--- config.mk ---
export PLATFORM = sky130hd
export DESIGN_NAME = utc_top
export DESIGN_NICKNAME = d
export VERILOG_FILES = /design/src/design/utc_pkg.sv /design/src/design/utc_line_filter.sv /design/src/design/utc_token_capture.sv /design/src/design/utc_top.sv
export SDC_FILE = /design/constraint.sdc
export NUM_CORES = 1
export LEC_CHECK = 0
export BUFFER_PORTS_ARGS = -buffer_cell sky130_fd_sc_hd__buf_2
export CELL_PAD_IN_SITES_DETAIL_PLACEMENT = 1
export CELL_PAD_IN_SITES_GLOBAL_PLACEMENT = 1
export CORE_ASPECT_RATIO = 1.2
export CORE_MARGIN = 2
export CORE_UTILIZATION = 46
export DETAILED_ROUTE_END_ITERATION = 12
export PLACE_DENSITY = 0.81
export SLEW_MARGIN = 10
export SYNTH_ARGS = -nofsm -noshare
export SYNTH_HDL_FRONTEND = slang
export SYNTH_SLANG_ARGS = --single-unit
export TNS_END_PERCENT = 10
--- constraint.sdc ---
create_clock -name clk -period 6.8 [get_ports clk]
set_clock_uncertainty 0.05 [all_clocks]
set_input_delay 0.68 -clock clk [delete_from_list [all_inputs] [get_ports clk]]
set_output_delay 0.68 -clock clk [all_outputs]
set_load 0.01 [all_outputs]
--- src/design/utc_pkg.sv ---
// Purpose: Shared constants, types and helpers for the token capture and transceiver control block
// Assumes: 32-bit register port, byte addresses on aligned words
// Notes: Shared offsets, field positions, reset values and masks live here

package utc_pkg;

	// ****************************************
	// Register offsets
	// ****************************************
	localparam logic [7:0] OFS_LAST_PACKET_ID = 8'h2c;
	localparam logic [7:0] OFS_LAST_ENDPOINT = 8'h30;
	localparam logic [7:0] OFS_ENDPOINT_MARK_MASK = 8'h34;
	localparam logic [7:0] OFS_OTG_FLAG_MASK = 8'h38;
	localparam logic [7:0] OFS_POWER_SIGNALLING = 8'h3c;
	localparam logic [7:0] OFS_TRANSCEIVER_CONTROL = 8'h40;
	localparam logic [7:0] OFS_LINE_STATUS = 8'h44;
	localparam logic [7:0] OFS_IRQ_STATUS = 8'h48;
	localparam logic [7:0] OFS_IRQ_MASK = 8'h4c;

	// ****************************************
	// Field positions
	// ****************************************
	localparam int EP_VALID_BIT = 4;
	localparam int PWR_VALID_BIT = 8;
	localparam int CTRL_PD_OFF_BIT = 18;
	localparam int CTRL_RST_FLAG_BIT = 13;
	localparam int CTRL_RES_FLAG_BIT = 12;
	localparam int CTRL_DLY_LSB = 8;
	localparam int CTRL_HW_SUSP_BIT = 7;
	localparam int CTRL_CFG_LSB = 4;
	localparam int LSTAT_STATE_LSB = 2;
	localparam int IRQ_TOKEN_BIT = 0;
	localparam int IRQ_RESUME_BIT = 1;
	localparam int IRQ_RESET_BIT = 2;
	localparam int IRQ_LINE_BIT = 3;

	// ****************************************
	// Reset values and masks
	// ****************************************
	localparam logic [31:0] CTRL_WMASK = 32'h0004_3ff0;
	localparam logic [31:0] CTRL_RST = 32'h0000_0000;
	localparam logic [15:0] EP_MASK_RST = 16'h0000;
	localparam logic [31:0] OTG_MASK_RST = 32'h0000_0000;
	localparam logic [8:0] PWR_RST = 9'h000;
	localparam logic [3:0] IRQ_RST = 4'h0;
	localparam logic [3:0] PID_RST = 4'h0;
	localparam logic [7:0] RX_MARK = 8'h10;

	// ****************************************
	// Line states
	// ****************************************
	localparam logic [1:0] LS_SE0 = 2'b00;
	localparam logic [1:0] LS_J = 2'b01;
	localparam logic [1:0] LS_K = 2'b10;
	localparam logic [1:0] LS_RST = 2'b00;

	// ****************************************
	// Suspend controller states
	// ****************************************
	typedef enum logic [1:0] {
		UTC_ACTIVE = 2'b00,
		UTC_SUSPEND = 2'b01,
		UTC_RESUME = 2'b11
	} utc_susp_e;

	// ****************************************
	// Helpers
	// ****************************************
	function automatic logic [15:0] utc_pow2(input logic [3:0] n);
		return 16'h0001 << n;
	endfunction

	function automatic logic [3:0] utc_w1c(input logic [3:0] old, input logic [3:0] clr, input logic [3:0] set);
		return (old & ~clr) | set;
	endfunction

endpackage

--- src/design/utc_line_filter.sv ---
// Purpose: Synchronise the transceiver line state and hold back each change for a programmable time
// Assumes: Raw line state is asynchronous to clk
// Notes: A change counts once the second and third sync stages agree

`timescale 1ns/1ps

module utc_line_filter (
	// Clock, enable and reset
	input wire logic clk,
	input wire logic clk_en,
	input wire logic rst_n,
	// Line
	input wire logic [1:0] line_raw,
	input wire logic [3:0] delay_log2,
	output logic [1:0] line_filt,
	output logic changed
);

	logic [1:0] s1_q;
	logic [1:0] s2_q;
	logic [1:0] s3_q;
	logic [1:0] pend_q;
	logic [1:0] pend_d;
	logic [1:0] filt_q;
	logic [1:0] filt_d;
	logic [15:0] cnt_q;
	logic [15:0] cnt_d;
	logic chg_q;
	logic chg_d;

	// ****************************************
	// Hold-off counter
	// ****************************************
	always_comb begin
		pend_d = pend_q;
		cnt_d = cnt_q;
		filt_d = filt_q;
		chg_d = 1'b0;
		if (s2_q == s3_q) begin
			if (s3_q == filt_q) begin
				pend_d = filt_q;
				cnt_d = 16'h0000;
			end else if (s3_q != pend_q) begin
				pend_d = s3_q;
				cnt_d = 16'h0001;
			end else if (cnt_q >= utc_pkg::utc_pow2(delay_log2)) begin
				filt_d = pend_q;
				chg_d = 1'b1;
				cnt_d = 16'h0000;
			end else begin
				cnt_d = cnt_q + 16'h0001;
			end
		end
	end

	always_ff @(posedge clk or negedge rst_n) begin
		if (!rst_n) begin
			s1_q <= utc_pkg::LS_RST;
			s2_q <= utc_pkg::LS_RST;
			s3_q <= utc_pkg::LS_RST;
			pend_q <= utc_pkg::LS_RST;
			filt_q <= utc_pkg::LS_RST;
			cnt_q <= 16'h0000;
			chg_q <= 1'b0;
		end else if (clk_en) begin
			s1_q <= line_raw;
			s2_q <= s1_q;
			s3_q <= s2_q;
			pend_q <= pend_d;
			filt_q <= filt_d;
			cnt_q <= cnt_d;
			chg_q <= chg_d;
		end
	end

	assign line_filt = filt_q;
	assign changed = chg_q;

endmodule

--- src/design/utc_token_capture.sv ---
// Purpose: Capture identifier and endpoint of received packets and feed the receive port
// Assumes: Decoder strobes are one-cycle pulses on clk
// Notes: A token strobe comes with its packet strobe

`timescale 1ns/1ps

module utc_token_capture (
	// Clock, enable and reset
	input wire logic clk,
	input wire logic clk_en,
	input wire logic rst_n,
	// Decoder
	input wire logic pkt_valid,
	input wire logic [3:0] pkt_pid,
	input wire logic tok_valid,
	input wire logic [3:0] tok_ep,
	input wire logic [15:0] ep_mask,
	// Captured values
	output logic [3:0] last_pid,
	output logic [3:0] last_ep,
	output logic ep_valid,
	// Receive port
	output logic rx_valid,
	output logic [7:0] rx_data
);

	logic [3:0] pid_q;
	logic [3:0] pid_d;
	logic [3:0] ep_q;
	logic [3:0] ep_d;
	logic epv_q;
	logic epv_d;
	logic rxv_q;
	logic rxv_d;
	logic [7:0] rxd_q;
	logic [7:0] rxd_d;

	always_comb begin
		pid_d = pkt_valid ? pkt_pid : pid_q;
		ep_d = tok_valid ? tok_ep : ep_q;
		epv_d = tok_valid | (epv_q & ~pkt_valid);
		rxv_d = tok_valid;
		rxd_d = 8'h00;
		if (tok_valid) begin
			rxd_d = {4'h0, tok_ep} | (ep_mask[tok_ep] ? utc_pkg::RX_MARK : 8'h00);
		end
	end

	always_ff @(posedge clk or negedge rst_n) begin
		if (!rst_n) begin
			pid_q <= utc_pkg::PID_RST;
			ep_q <= 4'h0;
			epv_q <= 1'b0;
			rxv_q <= 1'b0;
			rxd_q <= 8'h00;
		end else if (clk_en) begin
			pid_q <= pid_d;
			ep_q <= ep_d;
			epv_q <= epv_d;
			rxv_q <= rxv_d;
			rxd_q <= rxd_d;
		end
	end

	assign last_pid = pid_q;
	assign last_ep = ep_q;
	assign ep_valid = epv_q;
	assign rx_valid = rxv_q;
	assign rx_data = rxd_q;

endmodule

--- src/design/utc_top.sv ---
// Purpose: Token capture and transceiver control registers of the USB interface unit
// Assumes: Decoder strobes and suspend request on clk; raw line state asynchronous
// Notes: Register reads answer one cycle after the read strobe
// Function
// - Hold last received packet identifier, reset zero
// - Keep endpoint number of last token
// - Valid flag marks captured endpoint as valid
// - Sixteen-bit endpoint mark mask, clear at reset
// - Marked endpoint goes to receive port ORed
// - Control bit turns off pulldowns, ports 8A/8B
// - SE0 auto-resume sets reset flag, write-zero clears
// - K auto-resume sets resume flag, write-zero clears
// - Line change delayed two-to-the-field clocks
// - Control bit selects hardware or software resume
// - Control field drives three transceiver config pins

`timescale 1ns/1ps

module utc_top (
	// Clock, enable and reset
	input wire logic clk,
	input wire logic clk_en,
	input wire logic rst_b,
	// Register port
	input wire logic [7:0] reg_addr,
	input wire logic [31:0] reg_wdata,
	input wire logic reg_wr,
	input wire logic reg_rd,
	output logic [31:0] reg_rdata,
	// Token decoder
	input wire logic pkt_valid,
	input wire logic [3:0] pkt_pid,
	input wire logic tok_valid,
	input wire logic [3:0] tok_ep,
	// Receive port
	output logic rx_valid,
	output logic [7:0] rx_data,
	// Transceiver and line
	input wire logic [1:0] line_state,
	input wire logic suspend_req,
	output logic phy_suspend_b,
	output logic [2:0] transceiver_config_pins,
	output logic pulldown_off_8a,
	output logic pulldown_off_8b,
	output logic [1:0] line_state_filt,
	// Interrupt
	output logic irq
);

	// ****************************************
	// Reset release
	// ****************************************
	logic rst_s1_q;
	logic rst_n_s;

	always_ff @(posedge clk or negedge rst_b) begin
		if (!rst_b) begin
			rst_s1_q <= 1'b0;
			rst_n_s <= 1'b0;
		end else begin
			rst_s1_q <= 1'b1;
			rst_n_s <= rst_s1_q;
		end
	end

	// ****************************************
	// Declarations
	// ****************************************
	logic [15:0] ep_mask_q;
	logic [15:0] ep_mask_d;
	logic [31:0] otg_mask_q;
	logic [31:0] otg_mask_d;
	logic [8:0] pwr_q;
	logic [8:0] pwr_d;
	logic [31:0] ctrl_q;
	logic [31:0] ctrl_d;
	logic [3:0] irq_st_q;
	logic [3:0] irq_st_d;
	logic [3:0] irq_mask_q;
	logic [3:0] irq_mask_d;
	logic irq_q;
	logic irq_d;
	logic [31:0] rdata_q;
	logic [31:0] rdata_d;
	utc_pkg::utc_susp_e state_q;
	utc_pkg::utc_susp_e state_d;
	logic susp_b_q;
	logic susp_b_d;
	logic sreq_q;
	logic set_rst_flag;
	logic set_res_flag;
	logic [3:0] pid_v;
	logic [3:0] ep_v;
	logic ep_ok;
	logic [1:0] ls_filt;
	logic ls_chg;
	logic [3:0] irq_clr;
	logic [3:0] irq_ev;

	// ****************************************
	// Submodules
	// ****************************************
	utc_token_capture u_cap (
		.clk(clk),
		.clk_en(clk_en),
		.rst_n(rst_n_s),
		.pkt_valid(pkt_valid),
		.pkt_pid(pkt_pid),
		.tok_valid(tok_valid),
		.tok_ep(tok_ep),
		.ep_mask(ep_mask_q),
		.last_pid(pid_v),
		.last_ep(ep_v),
		.ep_valid(ep_ok),
		.rx_valid(rx_valid),
		.rx_data(rx_data)
	);

	utc_line_filter u_filt (
		.clk(clk),
		.clk_en(clk_en),
		.rst_n(rst_n_s),
		.line_raw(line_state),
		.delay_log2(ctrl_q[utc_pkg::CTRL_DLY_LSB +: 4]),
		.line_filt(ls_filt),
		.changed(ls_chg)
	);

	// ****************************************
	// Suspend controller
	// ****************************************
	always_comb begin
		state_d = state_q;
		set_rst_flag = 1'b0;
		set_res_flag = 1'b0;
		unique case (state_q)
			utc_pkg::UTC_ACTIVE: begin
				if (suspend_req && !sreq_q) begin
					state_d = utc_pkg::UTC_SUSPEND;
				end
			end
			utc_pkg::UTC_SUSPEND: begin
				if (ctrl_q[utc_pkg::CTRL_HW_SUSP_BIT] && ls_filt == utc_pkg::LS_SE0) begin
					set_rst_flag = 1'b1;
					state_d = utc_pkg::UTC_RESUME;
				end else if (ctrl_q[utc_pkg::CTRL_HW_SUSP_BIT] && ls_filt == utc_pkg::LS_K) begin
					set_res_flag = 1'b1;
					state_d = utc_pkg::UTC_RESUME;
				end else if (!suspend_req) begin
					// Software-handled wakeup: unit drops its request
					state_d = utc_pkg::UTC_ACTIVE;
				end
			end
			utc_pkg::UTC_RESUME: begin
				if (ls_filt == utc_pkg::LS_J) begin
					state_d = utc_pkg::UTC_ACTIVE;
				end
			end
			default: begin
				state_d = utc_pkg::UTC_ACTIVE;
			end
		endcase
		susp_b_d = (state_d != utc_pkg::UTC_SUSPEND);
	end

	always_ff @(posedge clk or negedge rst_n_s) begin
		if (!rst_n_s) begin
			state_q <= utc_pkg::UTC_ACTIVE;
			susp_b_q <= 1'b1;
			sreq_q <= 1'b0;
		end else if (clk_en) begin
			state_q <= state_d;
			susp_b_q <= susp_b_d;
			sreq_q <= suspend_req;
		end
	end

	// ****************************************
	// Register writes and interrupt status
	// ****************************************
	always_comb begin
		ep_mask_d = ep_mask_q;
		otg_mask_d = otg_mask_q;
		pwr_d = pwr_q;
		ctrl_d = ctrl_q;
		irq_mask_d = irq_mask_q;
		irq_clr = 4'h0;
		if (reg_wr) begin
			unique case (reg_addr)
				utc_pkg::OFS_ENDPOINT_MARK_MASK: ep_mask_d = reg_wdata[15:0];
				utc_pkg::OFS_OTG_FLAG_MASK: otg_mask_d = reg_wdata;
				utc_pkg::OFS_POWER_SIGNALLING: pwr_d = reg_wdata[8:0];
				utc_pkg::OFS_TRANSCEIVER_CONTROL: ctrl_d = reg_wdata & utc_pkg::CTRL_WMASK;
				utc_pkg::OFS_IRQ_STATUS: irq_clr = reg_wdata[3:0];
				utc_pkg::OFS_IRQ_MASK: irq_mask_d = reg_wdata[3:0];
				default: begin
				end
			endcase
		end
		// Hardware set wins over a software clear
		if (set_rst_flag) begin
			ctrl_d[utc_pkg::CTRL_RST_FLAG_BIT] = 1'b1;
		end
		if (set_res_flag) begin
			ctrl_d[utc_pkg::CTRL_RES_FLAG_BIT] = 1'b1;
		end
		irq_ev = 4'h0;
		irq_ev[utc_pkg::IRQ_TOKEN_BIT] = tok_valid;
		irq_ev[utc_pkg::IRQ_RESUME_BIT] = set_res_flag;
		irq_ev[utc_pkg::IRQ_RESET_BIT] = set_rst_flag;
		irq_ev[utc_pkg::IRQ_LINE_BIT] = ls_chg;
		irq_st_d = utc_pkg::utc_w1c(irq_st_q, irq_clr, irq_ev);
		irq_d = |(irq_st_d & irq_mask_d);
	end

	// ****************************************
	// Register reads
	// ****************************************
	always_comb begin
		rdata_d = 32'h0000_0000;
		if (reg_rd) begin
			unique case (reg_addr)
				utc_pkg::OFS_LAST_PACKET_ID: rdata_d[3:0] = pid_v;
				utc_pkg::OFS_LAST_ENDPOINT: begin
					rdata_d[3:0] = ep_v;
					rdata_d[utc_pkg::EP_VALID_BIT] = ep_ok;
				end
				utc_pkg::OFS_ENDPOINT_MARK_MASK: rdata_d[15:0] = ep_mask_q;
				utc_pkg::OFS_OTG_FLAG_MASK: rdata_d = otg_mask_q;
				utc_pkg::OFS_POWER_SIGNALLING: rdata_d[8:0] = pwr_q;
				utc_pkg::OFS_TRANSCEIVER_CONTROL: rdata_d = ctrl_q;
				utc_pkg::OFS_LINE_STATUS: begin
					rdata_d[1:0] = ls_filt;
					rdata_d[utc_pkg::LSTAT_STATE_LSB +: 2] = state_q;
				end
				utc_pkg::OFS_IRQ_STATUS: rdata_d[3:0] = irq_st_q;
				utc_pkg::OFS_IRQ_MASK: rdata_d[3:0] = irq_mask_q;
				default: rdata_d = 32'h0000_0000;
			endcase
		end
	end

	always_ff @(posedge clk or negedge rst_n_s) begin
		if (!rst_n_s) begin
			ep_mask_q <= utc_pkg::EP_MASK_RST;
			otg_mask_q <= utc_pkg::OTG_MASK_RST;
			pwr_q <= utc_pkg::PWR_RST;
			ctrl_q <= utc_pkg::CTRL_RST;
			irq_st_q <= utc_pkg::IRQ_RST;
			irq_mask_q <= utc_pkg::IRQ_RST;
			irq_q <= 1'b0;
			rdata_q <= 32'h0000_0000;
		end else if (clk_en) begin
			ep_mask_q <= ep_mask_d;
			otg_mask_q <= otg_mask_d;
			pwr_q <= pwr_d;
			ctrl_q <= ctrl_d;
			irq_st_q <= irq_st_d;
			irq_mask_q <= irq_mask_d;
			irq_q <= irq_d;
			rdata_q <= rdata_d;
		end
	end

	// ****************************************
	// Outputs
	// ****************************************
	assign reg_rdata = rdata_q;
	assign phy_suspend_b = susp_b_q;
	assign transceiver_config_pins = ctrl_q[utc_pkg::CTRL_CFG_LSB +: 3];
	assign pulldown_off_8a = ctrl_q[utc_pkg::CTRL_PD_OFF_BIT];
	assign pulldown_off_8b = ctrl_q[utc_pkg::CTRL_PD_OFF_BIT];
	assign line_state_filt = ls_filt;
	assign irq = irq_q;

	// ****************************************
	// Assertions
	// ****************************************
	property p_pid_capture;
		@(posedge clk) disable iff (!rst_n_s)
		(clk_en && pkt_valid) |=> (pid_v == $past(pkt_pid));
	endproperty
	a_pid_capture: assert property (p_pid_capture) else $error("Packet identifier not captured");

	property p_ep_capture;
		@(posedge clk) disable iff (!rst_n_s)
		(clk_en && tok_valid) |=> (ep_v == $past(tok_ep));
	endproperty
	a_ep_capture: assert property (p_ep_capture) else $error("Endpoint not captured");

	property p_ep_valid;
		@(posedge clk) disable iff (!rst_n_s)
		(clk_en && (pkt_valid || tok_valid)) |=> (ep_ok == $past(tok_valid));
	endproperty
	a_ep_valid: assert property (p_ep_valid) else $error("Endpoint valid flag wrong");

	property p_mask_write;
		@(posedge clk) disable iff (!rst_n_s)
		(clk_en && reg_wr && reg_addr == utc_pkg::OFS_ENDPOINT_MARK_MASK)
		|=> (ep_mask_q == $past(reg_wdata[15:0]));
	endproperty
	a_mask_write: assert property (p_mask_write) else $error("Endpoint mask not written");

	property p_rx_mark;
		@(posedge clk) disable iff (!rst_n_s)
		(clk_en && tok_valid && ep_mask_q[tok_ep])
		|=> (rx_valid && rx_data == (utc_pkg::RX_MARK | {4'h0, $past(tok_ep)}));
	endproperty
	a_rx_mark: assert property (p_rx_mark) else $error("Marked endpoint not on receive port");

	property p_pulldown;
		@(posedge clk) disable iff (!rst_n_s)
		(clk_en && reg_wr && reg_addr == utc_pkg::OFS_TRANSCEIVER_CONTROL)
		|=> (pulldown_off_8a == $past(reg_wdata[18]) && pulldown_off_8b == pulldown_off_8a);
	endproperty
	a_pulldown: assert property (p_pulldown) else $error("Pulldown control wrong");

	property p_reset_flag;
		@(posedge clk) disable iff (!rst_n_s)
		(clk_en && state_q == utc_pkg::UTC_SUSPEND && ctrl_q[7] && ls_filt == utc_pkg::LS_SE0)
		|=> (ctrl_q[13] && state_q == utc_pkg::UTC_RESUME && phy_suspend_b);
	endproperty
	a_reset_flag: assert property (p_reset_flag) else $error("Reset flag not set on SE0 resume");

	property p_resume_flag;
		@(posedge clk) disable iff (!rst_n_s)
		(clk_en && state_q == utc_pkg::UTC_SUSPEND && ctrl_q[7] && ls_filt == utc_pkg::LS_K)
		|=> (ctrl_q[12] && state_q == utc_pkg::UTC_RESUME && phy_suspend_b);
	endproperty
	a_resume_flag: assert property (p_resume_flag) else $error("Resume flag not set on K resume");

	property p_sw_resume;
		@(posedge clk) disable iff (!rst_n_s)
		(clk_en && state_q == utc_pkg::UTC_SUSPEND && !ctrl_q[7] && suspend_req)
		|=> (state_q == utc_pkg::UTC_SUSPEND && !phy_suspend_b);
	endproperty
	a_sw_resume: assert property (p_sw_resume) else $error("Hardware resumed while disabled");

	property p_config_pins;
		@(posedge clk) disable iff (!rst_n_s)
		(clk_en && reg_wr && reg_addr == utc_pkg::OFS_TRANSCEIVER_CONTROL)
		|=> (transceiver_config_pins == $past(reg_wdata[6:4]));
	endproperty
	a_config_pins: assert property (p_config_pins) else $error("Config pins not driven from field");

	property p_power_read;
		@(posedge clk) disable iff (!rst_n_s)
		(clk_en && reg_rd && reg_addr == utc_pkg::OFS_POWER_SIGNALLING)
		|=> (reg_rdata == {23'h00_0000, $past(pwr_q)});
	endproperty
	a_power_read: assert property (p_power_read) else $error("Power register read wrong");

endmodule

==> flow_summary_export.csv <==
group,metric,value,unit
outcome,status,"completed",
routing,route.vias.total,5789,
grt,track_usage,25.0,%
setup_path,rr_startpoint,"ctrl_q[10]$_DFFE_PN0P_",
setup_path,cp-end-kind,"flip-flop",
grt,gr-usage-met2,43.0,%
place,gp_congestion,0.918,
synthesis,netlist_area,7580,µm²
setup_path,crit-reg2reg-capture,"u_filt.cnt_q[7]$_DFFE_PN0P_",
clock_network,htree_num_levels,4,
place,port_buffers,104,
run,maxCapViolCount,0,
synthesis,synth_area_leader_cell,"dfrtp_1",
synthesis,ys_seq_area_share,51.9,%
setup_path,cp.depth,9,
synthesis,synth_area_leaders,"dfrtp_1, mux2_2, a22o_1",
layout,fin_nets,819,
routing,wl,20800,µm
layout,fill_cells,1763,
synthesis,synth_warnings,0,
timing,rsz0062_at_grt,"false",
synthesis,ys.flop_type,"dfrtp_1",
synthesis,synthArstFlopShare,100,%
routing,drtPass1Iterations,5,
setup_path,start_kind,"flip-flop",
grt,antenna_found_initial,1,
power,p_per_area,253,nW/µm²
clock_network,cts_tree,"built",
setup_path,cp_cell_sequence,"nor2b_1, nand3_1, ha_1, nand4_1, nor3_1, or4b_1, and4b_1, a21o_1, a22o_1",
setup_path,r2r_cells,9,
grt,grt_start_max_net_pins,61,
clock_network,clockBufferDepth,2,
timing,hold_violations,0,
timing,relSlewSlack,19.0,%
place,hpwl,14600,µm
clock_network,clk_pin_slew,60,ps
synthesis,synth_top_area_share,51.5,%
grt,grt.busiest_layer,"met2",
routing,drc,0,
power,p_total,2.23,mW
clock_network,cts_root_buf,"clkbuf_16",
layout,mostFrequentLayoutCell,"dfrtp_1",
timing,min_period_over_period,50.4,%
layout,fin_cells,970,
setup_path,path_class,"flip-flop to flip-flop",
setup_path,r2r_slack,3370,ps
timing,setup_viol,0,
clock_network,clkLatencyLatePin,430,ps
layout,final_layout_size_suffix_gt1_share,32.0,%
power,ir_drop,0.000167,V
synthesis,ys_seq_elements,157,
floorplanning,io_pins,108,
floorplanning,die_w,121,µm
place,dpl.cell_count,936,
setup_path,arrival,3690,ps
setup_path,crit_required,7070,ps
routing,antenna_left,0,
setup_path,critPathMaxStageDelay,540,ps
grt,grt_pass1_vias,6241,
setup_path,path_buf_inv,0,
timing,layout_setup_ws,3370,ps
clock_network,cts_sinks,157,
setup_path,crit_fanout,20,
floorplanning,row_count,51,
power,p_leak,4.26,nW
clock_network,cts_resized,0,
grt,grt_pass1_wl,33600,µm
worst_hold_path,hold_path.class,"flip-flop to asynchronous set/reset pin",
layout,syn_to_final_growth,16.1,%
grt,grt_use_met3,4.46,%
grt,grt_overflow_total,0,
clock_network,postCtsSetupBuffers,0,
floorplanning,start_util,46.8,%
synthesis,post_synth.cell_area_avg,11.6,µm²
place,pre_cts_ws,3100,ps
setup_path,critPathSlowestCell,"or4b_1",
timing,period_needed,3430,ps
routing,vias_per_cell,5.97,
synthesis,synth_edf_count,0,
place,dpl_cell_area,8210,µm²
grt,grt_use_met1,31.4,%
floorplanning,core_area,16200,µm²
timing,tightestPinTransition,1210,ps
routing,drt_iter0_drc,345,
timing,final_max_slew_viol_count,0,
timing,tns,0,ps
floorplanning,die-height,145,µm
layout,final_cell_mix,"dfrtp_1, buf_2, mux2_2",
layout,final_core_util,54.3,%
layout,final_cell_area,8800,µm²
routing,wl_per_cell,21.5,µm
floorplanning,die_area,17500,µm²
synthesis,syn-instance-count,655,
timing,hold_ws,254,ps
timing,max_clock_freq,0.292,GHz
setup_path,path_delay_family,"simple AND/OR/NAND/NOR gates",
synthesis,synth.distinct_cells,61,
clock_network,cts_inserted_buffers,17,
what timing repair did:
item,in CTS,in global routing
hold buffers,1,0
hold endpoints to repair,2,0
setup endpoints to repair,0,0
synth_stat cells, types with 3 or more instances:
cell	count
nor2_1	23
and3_1	6
nand3_1	26
mux2i_1	10
a21o_1	7
nand2_1	62
a21oi_1	29
o21ai_0	19
dfrtp_1	156
buf_4	7
nand4_1	4
nor3_1	5
clkbuf_1	24
mux4_2	5
o2bb2ai_1	10
buf_2	9
inv_1	13
ha_1	17
a31oi_1	3
a221oi_1	3
nand3b_1	4
a22oi_1	18
and2_1	4
xnor2_1	6
a222oi_1	5
mux2_2	84
a22o_1	37
or3_1	7
nor2b_1	8
report_power, final:
group | switching [mW] | internal (mW) | total [mW]
registers | 0.0729 | 0.987 | 1.06
clock network | 0.407 | 0.521 | 0.927
logic | 0.129 | 0.112 | 0.241
total | 0.608 | 1.62 | 2.23
worst max-delay path by stage:
stage	startpoint	to	slack (ps)
after floorplan	rst_n_s$_DFF_PN0_	ctrl_q[10]$_DFFE_PN0P_	2050
after global placement	reg_addr[4]	ctrl_q[7]$_DFFE_PN0P_	3280
after detailed placement	clk_en	u_filt.cnt_q[14]$_DFFE_PN0P_	3100
after CTS	ctrl_q[10]$_DFFE_PN0P_	u_filt.cnt_q[7]$_DFFE_PN0P_	3370
after global routing	ctrl_q[10]$_DFFE_PN0P_	u_filt.cnt_q[7]$_DFFE_PN0P_	3120
final	ctrl_q[10]$_DFFE_PN0P_	u_filt.cnt_q[7]$_DFFE_PN0P_	3370
area by class of cell:
class,count,area (µm²),share of cell area [%]
Antenna cell,1,2.50,0.0284
Timing Repair Buffer,111,576,6.54
Clock inverter,14,135,1.54
Multi-Input combinational cell,443,3400,38.6
Clock buffer,18,439,4.99
Sequential cell,157,3930,44.7
Inverter,14,52.6,0.597
Tap cell,212,265,3.01
logic make-up (layout without fill, tap and decap cells):
kind of cell               Yosys count  count (layout)  share of synthesized area, %
and+or+nand+nor                    170             170                          11.5
DFF                                157             157                          51.9
AOI/OAI and AO/OA                  143             143                          13.8
muxes                              101             101                          15.6
buffers and inverters               57             157                          3.42
adders and majority gates           17              17                          2.81
xor gates and xnor gates             8               8                         0.925
other                                2               5                        0.0991
state kept, by name, indices dropped and copies added (netlist names), 2 cells and up:
register / count
otg_mask_q: 32
reg_rdata: 32
ep_mask_q: 16
u_filt.cnt_q: 16
ctrl_q: 11
pwr_q: 9
u_cap.rx_data: 5
irq_mask_q: 4
irq_st_q: 4
u_cap.last_ep: 4
u_cap.last_pid: 4
state_q: 2
u_filt.line_filt: 2
u_filt.pend_q: 2
u_filt.s1_q: 2
u_filt.s2_q: 2
u_filt.s3_q: 2
routing by layer:
| layer | vias to the layer above | share of wire, % |
|---|---|---|
| met5 | - | 0 |
| met4 | 0 | 2.1 |
| met3 | 28 | 4.1 |
| met2 | 164 | 52 |
| met1 | 3006 | 42 |
| li1 | 2591 | - |
No activity file was read; power rests on OpenSTA's default activity.
